File: src/msc_map.svh
// Purpose: Constants for the mode-set controller and its register bank
// Assumes: 10 MHz clock, APB register offsets as below
// Notes: Mode register zero bit positions follow the pin mapping
// How it works
// - Keep mode-set-to-mode-set delay between two mode-set commands.
// - Wait mode-set-to-command delay before other non-deselect commands.
// - Special-timing updates skip that delay; software times them.
// - Mode-set only when idle: banks precharged, clock enable high.
// - Nominal termination on: termination input low until delay ends.
// - Nominal termination off both sides: termination input may be free.
// - Longer updates follow their own procedure before the next command.
// - Row, column and write strobes all low during a mode-set command.
// - Reserved bits 21 and 17 of register zero are written zero.
// - Needs beyond 28/14 clocks are programmed as 28/14.
// - No footnoted recovery or latency codes with quarter-rate gear-down.
// - Bit 7 stays zero; one enters factory test mode.
// - Every field of the addressed register is written each time.
`ifndef MSC_MAP_SVH
`define MSC_MAP_SVH
`define MSC_OFF_CTRL 12'h000
`define MSC_OFF_DATA 12'h004
`define MSC_OFF_STAT 12'h008
`define MSC_OFF_TIME 12'h00C
`define MSC_CTRL_GO 0
`define MSC_CTRL_RTT 1
`define MSC_CTRL_GEAR 2
`define MSC_CTRL_SPECIAL 3
`define MSC_STAT_BUSY 0
`define MSC_STAT_ERR 1
`define MSC_STAT_DONE 2
`define MSC_STAT_IDLE 3
`define MSC_MRD_CYC 8'h08
`define MSC_MOD_CYC 8'h18
`define MSC_SEL_LO 18
`define MSC_BIT_RFU_HI 21
`define MSC_BIT_RFU_LO 17
`define MSC_BIT_TM 7
`endif

File: src/msc_pkg.sv
// Purpose: Types for the mode-set controller
// Assumes: Constants come from msc_map.svh
// Notes: None
package msc_pkg;
  typedef enum logic [1:0] {MSC_IDLE, MSC_ISSUE, MSC_WAIT_MRD, MSC_WAIT_MOD}
    msc_state_t;
  typedef struct packed {
    logic cs_n;
    logic act_n;
    logic ras_n;
    logic cas_n;
    logic we_n;
    logic [1:0] bg;
    logic [1:0] ba;
    logic [17:0] addr;
  } msc_cmd_t;
endpackage

File: src/msc_ctrl.sv
// Purpose: Host-side mode-set sequencer for a memory device, APB programmed
// Assumes: Device idle state reported on dev_idle by the wider controller
// Notes: Special-timing updates end at the mode-set-to-mode-set wait only
//
// Implementation choices: the APB register port and the register offsets.
`timescale 1ns/1ns
`include "msc_map.svh"
module msc_ctrl (
  // Clock and reset
  input wire logic clk,
  input wire logic resetn,
  // APB slave
  input wire logic psel,
  input wire logic penable,
  input wire logic pwrite,
  input wire logic [11:0] paddr,
  input wire logic [31:0] pwdata,
  output logic [31:0] prdata,
  output logic pready,
  output logic pslverr,
  // Device state from the wider controller
  input wire logic dev_idle,
  input wire logic cke_high,
  // Command block to the wider controller
  output logic cmd_block,
  // Device command pins
  output msc_pkg::msc_cmd_t dev_cmd,
  output logic termination_input
);
  msc_pkg::msc_state_t state_q, state_d;
  logic [21:0] data_q, data_d;
  logic rtt_q, rtt_d, gear_q, gear_d, spec_q, spec_d;
  logic err_q, err_d, done_q, done_d;
  logic [7:0] cnt_q, cnt_d;
  logic [7:0] gap_q, gap_d;
  msc_pkg::msc_cmd_t cmd_q, cmd_d;
  logic odt_q, odt_d;
  logic wr_en, rd_en, go;

  // Reserved encodings and gear-down conflicts
  function automatic logic bad_code(input logic [21:0] v, input logic gear);
    logic [3:0] wr;
    logic [4:0] cl;
    logic fn;
    wr = {v[13], v[11:9]};
    cl = {v[12], v[6:4], v[2]};
    fn = 1'b0;
    bad_code = 1'b0;
    if (v[20:18] == 3'h7) begin
      bad_code = 1'b1;
    end
    if (v[20:18] == 3'h0) begin
      if (v[`MSC_BIT_RFU_HI] || v[`MSC_BIT_RFU_LO]) begin
        bad_code = 1'b1;
      end
      if (v[`MSC_BIT_TM]) begin
        bad_code = 1'b1;
      end
      if (wr > 4'h9) begin
        bad_code = 1'b1;
      end
      if (v[1:0] == 2'h3) begin
        bad_code = 1'b1;
      end
      if (cl > 5'h17) begin
        bad_code = 1'b1;
      end
      fn = (wr == 4'h0) || (wr == 4'h2) || (wr == 4'h4) ||
        (wr == 4'h7) || (wr == 4'h8) || cl[0] == 1'b0 && cl < 5'h08 ||
        cl[4:2] == 3'b011;
      if (gear && fn) begin
        bad_code = 1'b1;
      end
    end
  endfunction

  assign pready = 1'b1;
  assign pslverr = 1'b0;
  assign wr_en = psel && penable && pwrite;
  assign rd_en = psel && !penable && !pwrite;
  assign go = wr_en && paddr == `MSC_OFF_CTRL && pwdata[`MSC_CTRL_GO];
  assign dev_cmd = cmd_q;
  assign termination_input = odt_q;
  // Other commands held off while any wait runs
  assign cmd_block = state_q != msc_pkg::MSC_IDLE;

  always_comb begin
    data_d = data_q;
    rtt_d = rtt_q;
    gear_d = gear_q;
    spec_d = spec_q;
    err_d = err_q;
    done_d = done_q;
    state_d = state_q;
    cnt_d = cnt_q;
    cmd_d = '{cs_n: 1'b1, act_n: 1'b1, ras_n: 1'b1, cas_n: 1'b1,
      we_n: 1'b1, bg: 2'h0, ba: 2'h0, addr: 18'h0_0000};
    odt_d = odt_q;
    if (wr_en && paddr == `MSC_OFF_DATA && state_q == msc_pkg::MSC_IDLE) begin
      data_d = pwdata[21:0];
    end
    if (wr_en && paddr == `MSC_OFF_CTRL) begin
      rtt_d = pwdata[`MSC_CTRL_RTT];
      gear_d = pwdata[`MSC_CTRL_GEAR];
      spec_d = pwdata[`MSC_CTRL_SPECIAL];
    end
    if (wr_en && paddr == `MSC_OFF_STAT) begin
      err_d = err_q && !pwdata[`MSC_STAT_ERR];
      done_d = done_q && !pwdata[`MSC_STAT_DONE];
    end
    unique case (state_q)
      msc_pkg::MSC_IDLE: begin
        odt_d = 1'b0;
        if (go && !(dev_idle && cke_high)) begin
          err_d = 1'b1;
        end else if (go && bad_code(data_q, pwdata[`MSC_CTRL_GEAR])) begin
          err_d = 1'b1;
        end else if (go) begin
          state_d = msc_pkg::MSC_ISSUE;
        end
      end
      msc_pkg::MSC_ISSUE: begin
        cmd_d.cs_n = 1'b0;
        cmd_d.ras_n = 1'b0;
        cmd_d.cas_n = 1'b0;
        cmd_d.we_n = 1'b0;
        cmd_d.bg = data_q[21:20];
        cmd_d.ba = data_q[19:`MSC_SEL_LO];
        cmd_d.addr = {data_q[17], 3'h0, data_q[13:0]};
        cnt_d = `MSC_MRD_CYC;
        state_d = msc_pkg::MSC_WAIT_MRD;
      end
      msc_pkg::MSC_WAIT_MRD: begin
        cnt_d = cnt_q - 8'h01;
        if (cnt_q == 8'h01) begin
          if (spec_q) begin
            state_d = msc_pkg::MSC_IDLE;
            done_d = 1'b1;
          end else begin
            cnt_d = `MSC_MOD_CYC - `MSC_MRD_CYC;
            state_d = msc_pkg::MSC_WAIT_MOD;
          end
        end
      end
      msc_pkg::MSC_WAIT_MOD: begin
        cnt_d = cnt_q - 8'h01;
        if (cnt_q == 8'h01) begin
          state_d = msc_pkg::MSC_IDLE;
          done_d = 1'b1;
        end
      end
    endcase
    // Termination stays low in every state, idle included
    if (state_d == msc_pkg::MSC_IDLE && state_q == msc_pkg::MSC_IDLE &&
        !rtt_q) begin
      odt_d = 1'b0;
    end
    if (state_q != msc_pkg::MSC_IDLE) begin
      odt_d = 1'b0;
    end
  end

  always_ff @(posedge clk) begin
    if (!resetn) begin
      state_q <= msc_pkg::MSC_IDLE;
      data_q <= 22'h00_0000;
      rtt_q <= 1'b0;
      gear_q <= 1'b0;
      spec_q <= 1'b0;
      err_q <= 1'b0;
      done_q <= 1'b0;
      cnt_q <= 8'h00;
      cmd_q <= '{cs_n: 1'b1, act_n: 1'b1, ras_n: 1'b1, cas_n: 1'b1,
        we_n: 1'b1, bg: 2'h0, ba: 2'h0, addr: 18'h0_0000};
      odt_q <= 1'b0;
    end else begin
      state_q <= state_d;
      data_q <= data_d;
      rtt_q <= rtt_d;
      gear_q <= gear_d;
      spec_q <= spec_d;
      err_q <= err_d;
      done_q <= done_d;
      cnt_q <= cnt_d;
      cmd_q <= cmd_d;
      odt_q <= odt_d;
    end
  end

  always_ff @(posedge clk) begin
    if (!resetn) begin
      prdata <= 32'h0000_0000;
    end else if (rd_en) begin
      unique case (paddr)
        `MSC_OFF_CTRL: prdata <= {28'h000_0000, spec_q, gear_q, rtt_q, 1'b0};
        `MSC_OFF_DATA: prdata <= {10'h000, data_q};
        `MSC_OFF_STAT: prdata <= {28'h000_0000, dev_idle && cke_high, done_q,
          err_q, state_q != msc_pkg::MSC_IDLE};
        `MSC_OFF_TIME: prdata <= {16'h0000, `MSC_MOD_CYC, `MSC_MRD_CYC};
        default: prdata <= 32'h0000_0000;
      endcase
    end
  end

  // Cycles since the last mode-set, saturating
  always_comb begin
    gap_d = gap_q;
    if (!cmd_q.cs_n) begin
      gap_d = 8'h01;
    end else if (gap_q != 8'hFF) begin
      gap_d = gap_q + 8'h01;
    end
  end

  always_ff @(posedge clk) begin
    if (!resetn) begin
      gap_q <= 8'hFF;
    end else begin
      gap_q <= gap_d;
    end
  end

  property p_mrs_pins;
    @(posedge clk) disable iff (!resetn)
      !dev_cmd.cs_n |-> !dev_cmd.ras_n && !dev_cmd.cas_n && !dev_cmd.we_n;
  endproperty
  a_mrs_pins: assert property (p_mrs_pins) else $error("strobes");

  property p_mrd_gap;
    @(posedge clk) disable iff (!resetn)
      !dev_cmd.cs_n |=> dev_cmd.cs_n [*8];
  endproperty
  a_mrd_gap: assert property (p_mrd_gap) else $error("gap short");

  property p_block;
    @(posedge clk) disable iff (!resetn)
      !dev_cmd.cs_n |-> cmd_block;
  endproperty
  a_block: assert property (p_block) else $error("not blocked");

  property p_odt;
    @(posedge clk) disable iff (!resetn)
      !dev_cmd.cs_n |-> !termination_input ##1 !termination_input [*8];
  endproperty
  a_odt: assert property (p_odt) else $error("termination high");

  property p_sel;
    @(posedge clk) disable iff (!resetn)
      !dev_cmd.cs_n |-> {dev_cmd.bg[0], dev_cmd.ba} != 3'h7;
  endproperty
  a_sel: assert property (p_sel) else $error("bad select");

  property p_map;
    @(posedge clk) disable iff (!resetn)
      !dev_cmd.cs_n |-> dev_cmd.addr[13:0] == data_q[13:0];
  endproperty
  a_map: assert property (p_map) else $error("bad mapping");

  property p_tm;
    @(posedge clk) disable iff (!resetn)
      !dev_cmd.cs_n && dev_cmd.ba == 2'h0 && dev_cmd.bg == 2'h0 |->
        !dev_cmd.addr[7];
  endproperty
  a_tm: assert property (p_tm) else $error("test mode");

  property p_idle;
    @(posedge clk) disable iff (!resetn)
      state_q == msc_pkg::MSC_IDLE && state_d == msc_pkg::MSC_ISSUE |->
        dev_idle && cke_high;
  endproperty
  a_idle: assert property (p_idle) else $error("not idle");

  property p_mod;
    @(posedge clk) disable iff (!resetn)
      $fell(cmd_block) |-> (gap_q == `MSC_MOD_CYC ||
        spec_q && gap_q == `MSC_MRD_CYC);
  endproperty
  a_mod: assert property (p_mod) else $error("wait length");

  property p_refuse;
    @(posedge clk) disable iff (!resetn)
      state_q == msc_pkg::MSC_IDLE && go && !(dev_idle && cke_high) |=>
        state_q == msc_pkg::MSC_IDLE && err_q;
  endproperty
  a_refuse: assert property (p_refuse) else $error("refused go");

  property p_bad;
    @(posedge clk) disable iff (!resetn)
      state_q == msc_pkg::MSC_IDLE && go &&
        bad_code(data_q, pwdata[`MSC_CTRL_GEAR]) |=>
        state_q == msc_pkg::MSC_IDLE && err_q;
  endproperty
  a_bad: assert property (p_bad) else $error("bad code ran");

  property p_hold;
    @(posedge clk) disable iff (!resetn)
      state_q != msc_pkg::MSC_IDLE |=> $stable(data_q);
  endproperty
  a_hold: assert property (p_hold) else $error("data moved");

  property p_map_hi;
    @(posedge clk) disable iff (!resetn)
      !dev_cmd.cs_n |-> {dev_cmd.bg, dev_cmd.ba, dev_cmd.addr[17]} ==
        data_q[21:17];
  endproperty
  a_map_hi: assert property (p_map_hi) else $error("upper map");

  property p_rfu;
    @(posedge clk) disable iff (!resetn)
      !dev_cmd.cs_n && {dev_cmd.bg[0], dev_cmd.ba} == 3'h0 |->
        !dev_cmd.bg[1] && !dev_cmd.addr[17];
  endproperty
  a_rfu: assert property (p_rfu) else $error("reserved bit");

  property p_wr;
    @(posedge clk) disable iff (!resetn)
      !dev_cmd.cs_n && {dev_cmd.bg[0], dev_cmd.ba} == 3'h0 |->
        {dev_cmd.addr[13], dev_cmd.addr[11:9]} <= 4'h9;
  endproperty
  a_wr: assert property (p_wr) else $error("recovery code");

  property p_burst;
    @(posedge clk) disable iff (!resetn)
      !dev_cmd.cs_n && {dev_cmd.bg[0], dev_cmd.ba} == 3'h0 |->
        dev_cmd.addr[1:0] != 2'h3;
  endproperty
  a_burst: assert property (p_burst) else $error("burst code");

  property p_quiet;
    @(posedge clk) disable iff (!resetn)
      state_q != msc_pkg::MSC_WAIT_MRD |-> dev_cmd.cs_n;
  endproperty
  a_quiet: assert property (p_quiet) else $error("stray command");

  property p_act;
    @(posedge clk) disable iff (!resetn)
      !dev_cmd.cs_n |-> dev_cmd.act_n;
  endproperty
  a_act: assert property (p_act) else $error("activate low");

  property p_done;
    @(posedge clk) disable iff (!resetn)
      $rose(done_q) |-> state_q == msc_pkg::MSC_IDLE && !cmd_block;
  endproperty
  a_done: assert property (p_done) else $error("early done");

  property p_term;
    @(posedge clk) disable iff (!resetn)
      cmd_block |-> !termination_input;
  endproperty
  a_term: assert property (p_term) else $error("term high");
endmodule

File: config.mk
export PLATFORM = sky130hd
export DESIGN_NAME = msc_ctrl
export DESIGN_NICKNAME = d
export VERILOG_FILES = /design/src/msc_pkg.sv /design/src/msc_ctrl.sv
export VERILOG_INCLUDE_DIRS = /design/src
export SDC_FILE = /design/constraint.sdc
export NUM_CORES = 1
export LEC_CHECK = 0
export ABC_CLOCK_PERIOD_IN_PS = 5200
export BUFFER_PORTS_ARGS = -buffer_cell sky130_fd_sc_hd__buf_4
export CAP_MARGIN = 30
export CELL_PAD_IN_SITES_DETAIL_PLACEMENT = 1
export CELL_PAD_IN_SITES_GLOBAL_PLACEMENT = 2
export CORE_MARGIN = 8
export CORE_UTILIZATION = 30
export DETAILED_ROUTE_END_ITERATION = 8
export GPL_ROUTABILITY_DRIVEN = 0
export PLACE_DENSITY = 0.94
export SYNTH_ARGS = -nofsm -noshare
export SYNTH_HDL_FRONTEND = slang
export SYNTH_SLANG_ARGS = --single-unit
File: constraint.sdc
create_clock -name clk -period 5.2 [get_ports clk]
set_input_delay 0.52 -clock clk [delete_from_list [all_inputs] [get_ports clk]]
set_output_delay 0.52 -clock clk [all_outputs]
set_load 0.02 [all_outputs]
==> out/qor.tcl <==
set qor(flow.area_growth_from_synthesis_pct) 26.03
set qor(synth_largest_area_cell) {sky130_fd_sc_hd__dfxtp_1}
set qor(clock_latency_ns) 0.36
set qor(global_route.overflow_total) 0
set qor(async_reset_ff_share_pct) 0
set qor(post_syn_area_sq_um) 3297
set qor(synth_warnings) 0
set qor(synth_enable_flop_cells) 0
set qor(standard_cell_rows) 38
set qor(clock_path_buffers) 2
set qor(antenna_found_initial) 0
set qor(maxClockFrequency_ghz) 0.4221
set qor(seq_area_frac_synth_pct) 47.97
set qor(hold_class) {in -> reg}
set qor(routed-via-count) 2895
set qor(synth_cell_type_count) 47
set qor(nFillCells) 1298
set qor(cts.sink_count) 79
set qor(initial_core_util_pct) 30.55
set qor(period_needed_ns) 2.369
set qor(report.final.setup_viol) 0
set qor(hold_violations) 0
set qor(ys_ff_latch) 79
set qor(ant_nets) 0
set qor(ir_worst_vdd_v) 0.0001103
set qor(worstReg2RegStart) {state_q[1]}
set qor(synth_area_leaders) {sky130_fd_sc_hd__dfxtp_1, sky130_fd_sc_hd__nand2_1, sky130_fd_sc_hd__o21ai_0}
set qor(maxSlewViolCount) 0
set qor(post_cts.resized_instances) 0
set qor(critPathCaptureType) {output pin}
set qor(total_number_of_h_tree_levels) 3
set qor(drc) 0
set qor(utilization_pct) 38.50
set qor(worstMarginPinSlew_ns) 0.7678
set qor(cap_violations) 0
set qor(criticalPathCategory) {reg -> out}
set qor(drt_pass1_iterations) 4
set qor(layout_net_count) 501
set qor(grt_start_max_net_pins) 85
set qor(worst-path-max-fanout) 10
set qor(worst_setup_path_startpoint) {state_q[1]}
set qor(cts.repair_timing.setup_buffer_count) 0
set qor(wl_per_cell_um) 15.97
set qor(worst_ep_required_time_ns) 4.68
set qor(diodes) 0
set qor(share_of_layout_cells_above_drive_strength_1_pct) 24.28
set qor(ff2ff_setup_slack_ns) 3.06
set qor(multi_input_gate_area_in_the_final_layout_sq_um) 1498
set qor(run_status) {finished clean}
set qor(first_global_vias) 3070
set qor(ioPinCount) 114
set qor(worst_setup_hold_path_clk_slew_ns) 0.09
set qor(final_worst_setup_slack_ns) 2.831
set qor(crit_arrival_ns) 1.85
set qor(area.sequential_sq_um) 1582
set qor(cts_tree) {built}
set qor(holdBufCountCts) 0
set qor(power_density_nw_per_um2) 293.1
set qor(syn_avg_cell_area_sq_um) 8.792
set qor(dp.final_hpwl_um) 6954
set qor(most-common-layout-cells) {sky130_fd_sc_hd__buf_4, sky130_fd_sc_hd__dfxtp_1, sky130_fd_sc_hd__nand2_1}
set qor(postSynthCellCount) 375
set qor(final_min_period_over_clock_period_pct) 45.56
set qor(most_common_library_cell_in_the_layout_ignoring_fill_and_taps) {sky130_fd_sc_hd__buf_4}
set qor(finalClockSkew_ns) 0.009375
set qor(grt_pass1_wl_um) 15510
set qor(power.static_leakage_nw) 1.681
set qor(grt_setup_unrepaired) {no}
set qor(die_area_sq_um) 14600
set qor(fp.dieW_um) 120.8
set qor(ys_dominant_reg_cell) {sky130_fd_sc_hd__dfxtp_1}
set qor(buffer_ports.inserted) 86
set qor(number_of_drc_markers_in_iteration_0) 152
set qor(grt_use_total_pct) 13.30
set qor(cts.root.buffer_cell) {sky130_fd_sc_hd__clkbuf_8}
set qor(die_height_um) 120.8
set qor(maxSlewHeadroom_pct) 48.81
set qor(fin_tns_setup_ns) 0
set qor(detail_route.vias_per_cell) 4.882
set qor(min-delay-start) {pwdata[10]}
set qor(floorplan.core_area_sq_um) 10790
set qor(startpoint_type) {flop}
set qor(finalWirelength_um) 9471
set qor(finalHoldWorstSlack_ns) 0.4124
set qor(tritoncts_buffer_count) 9
set qor(preCtsSetupSlack_ns) 2.954
set qor(yosys.area.top_type_share_pct) 47.97
## power by group
part	switching [mW]	internal, mW
clock network	0.230	0.239
registers	0.0101	0.612
logic	0.0744	0.0522
## routing by layer
metal	vias to the layer above	global-route usage (%)	wire length (um)
met3	16	3.124	518
met2	81	21.59	4447
li1	1409	-	-
met1	1389	15.98	4287
met5	-	0	0
met4	0	7.104	218
## cell families (layout without fill, tap and decap cells)
| kind of cell | Yosys count | count (layout) | synth area share (%) |
|---|---|---|---|
| buf+inv | 48 | 111 | 8.311 |
| flops | 79 | 79 | 47.97 |
| compound gates | 82 | 82 | 16.55 |
| fa+ha+maj | 2 | 2 | 0.7589 |
| mux | 5 | 5 | 1.518 |
| simple gates | 157 | 157 | 24.67 |
| other cells | 2 | 17 | 0.2278 |
## state kept, by name (all words and copies together) (netlist names), 2 cells and up
name,cells
prdata,22
data_q,22
cnt_q,8
dev_cmd,20
state_q,2
## synth_stat cells (4+ instances only)
master and count:
sky130_fd_sc_hd__a21boi_0 10, sky130_fd_sc_hd__and2_1 22, sky130_fd_sc_hd__mux2i_1 5, sky130_fd_sc_hd__dfxtp_1 79, sky130_fd_sc_hd__inv_1 6, sky130_fd_sc_hd__buf_4 20
sky130_fd_sc_hd__clkbuf_1 17, sky130_fd_sc_hd__nor3_1 4, sky130_fd_sc_hd__nand3_1 28, sky130_fd_sc_hd__nor4_1 4, sky130_fd_sc_hd__a22oi_1 16, sky130_fd_sc_hd__nor2_1 13
sky130_fd_sc_hd__o21ai_0 32, sky130_fd_sc_hd__nand2_1 46, sky130_fd_sc_hd__a21oi_1 6, sky130_fd_sc_hd__nor2b_1 20
## final timing paths
kind                                    to  cells after the start
worst min register to register   prdata[0]                      2
worst min-delay path            data_q[10]                      3
worst max register to register  data_q[16]                      7
worst max-delay path             cmd_block                      3
## per-stage QoR
step	cell area, sq um	std cells	power, mW
after floorplan	3353	390	0.7259
after global placement	3938	576	0.7573
after detailed placement	3949	577	0.7633
after CTS	4155	593	1.241
after global routing	4155	593	1.283
final	4155	593	1.218
## critical path: stages, from the launching register on
cell                      delay [ns]
sky130_fd_sc_hd__dfxtp_1        0.45
sky130_fd_sc_hd__nor2_1         0.56
sky130_fd_sc_hd__inv_1          0.26
sky130_fd_sc_hd__buf_4          0.23
## cell type report
type | count | share of cell area, %
Multi-Input combinational cell | 263 | 36.04
Timing Repair Buffer | 89 | 16.17
Clock inverter | 5 | 1.566
Clock buffer | 11 | 3.403
Tap cell | 140 | 4.216
Sequential cell | 79 | 38.06
Inverter | 6 | 0.5420
(Power assumes the default switching activity.)
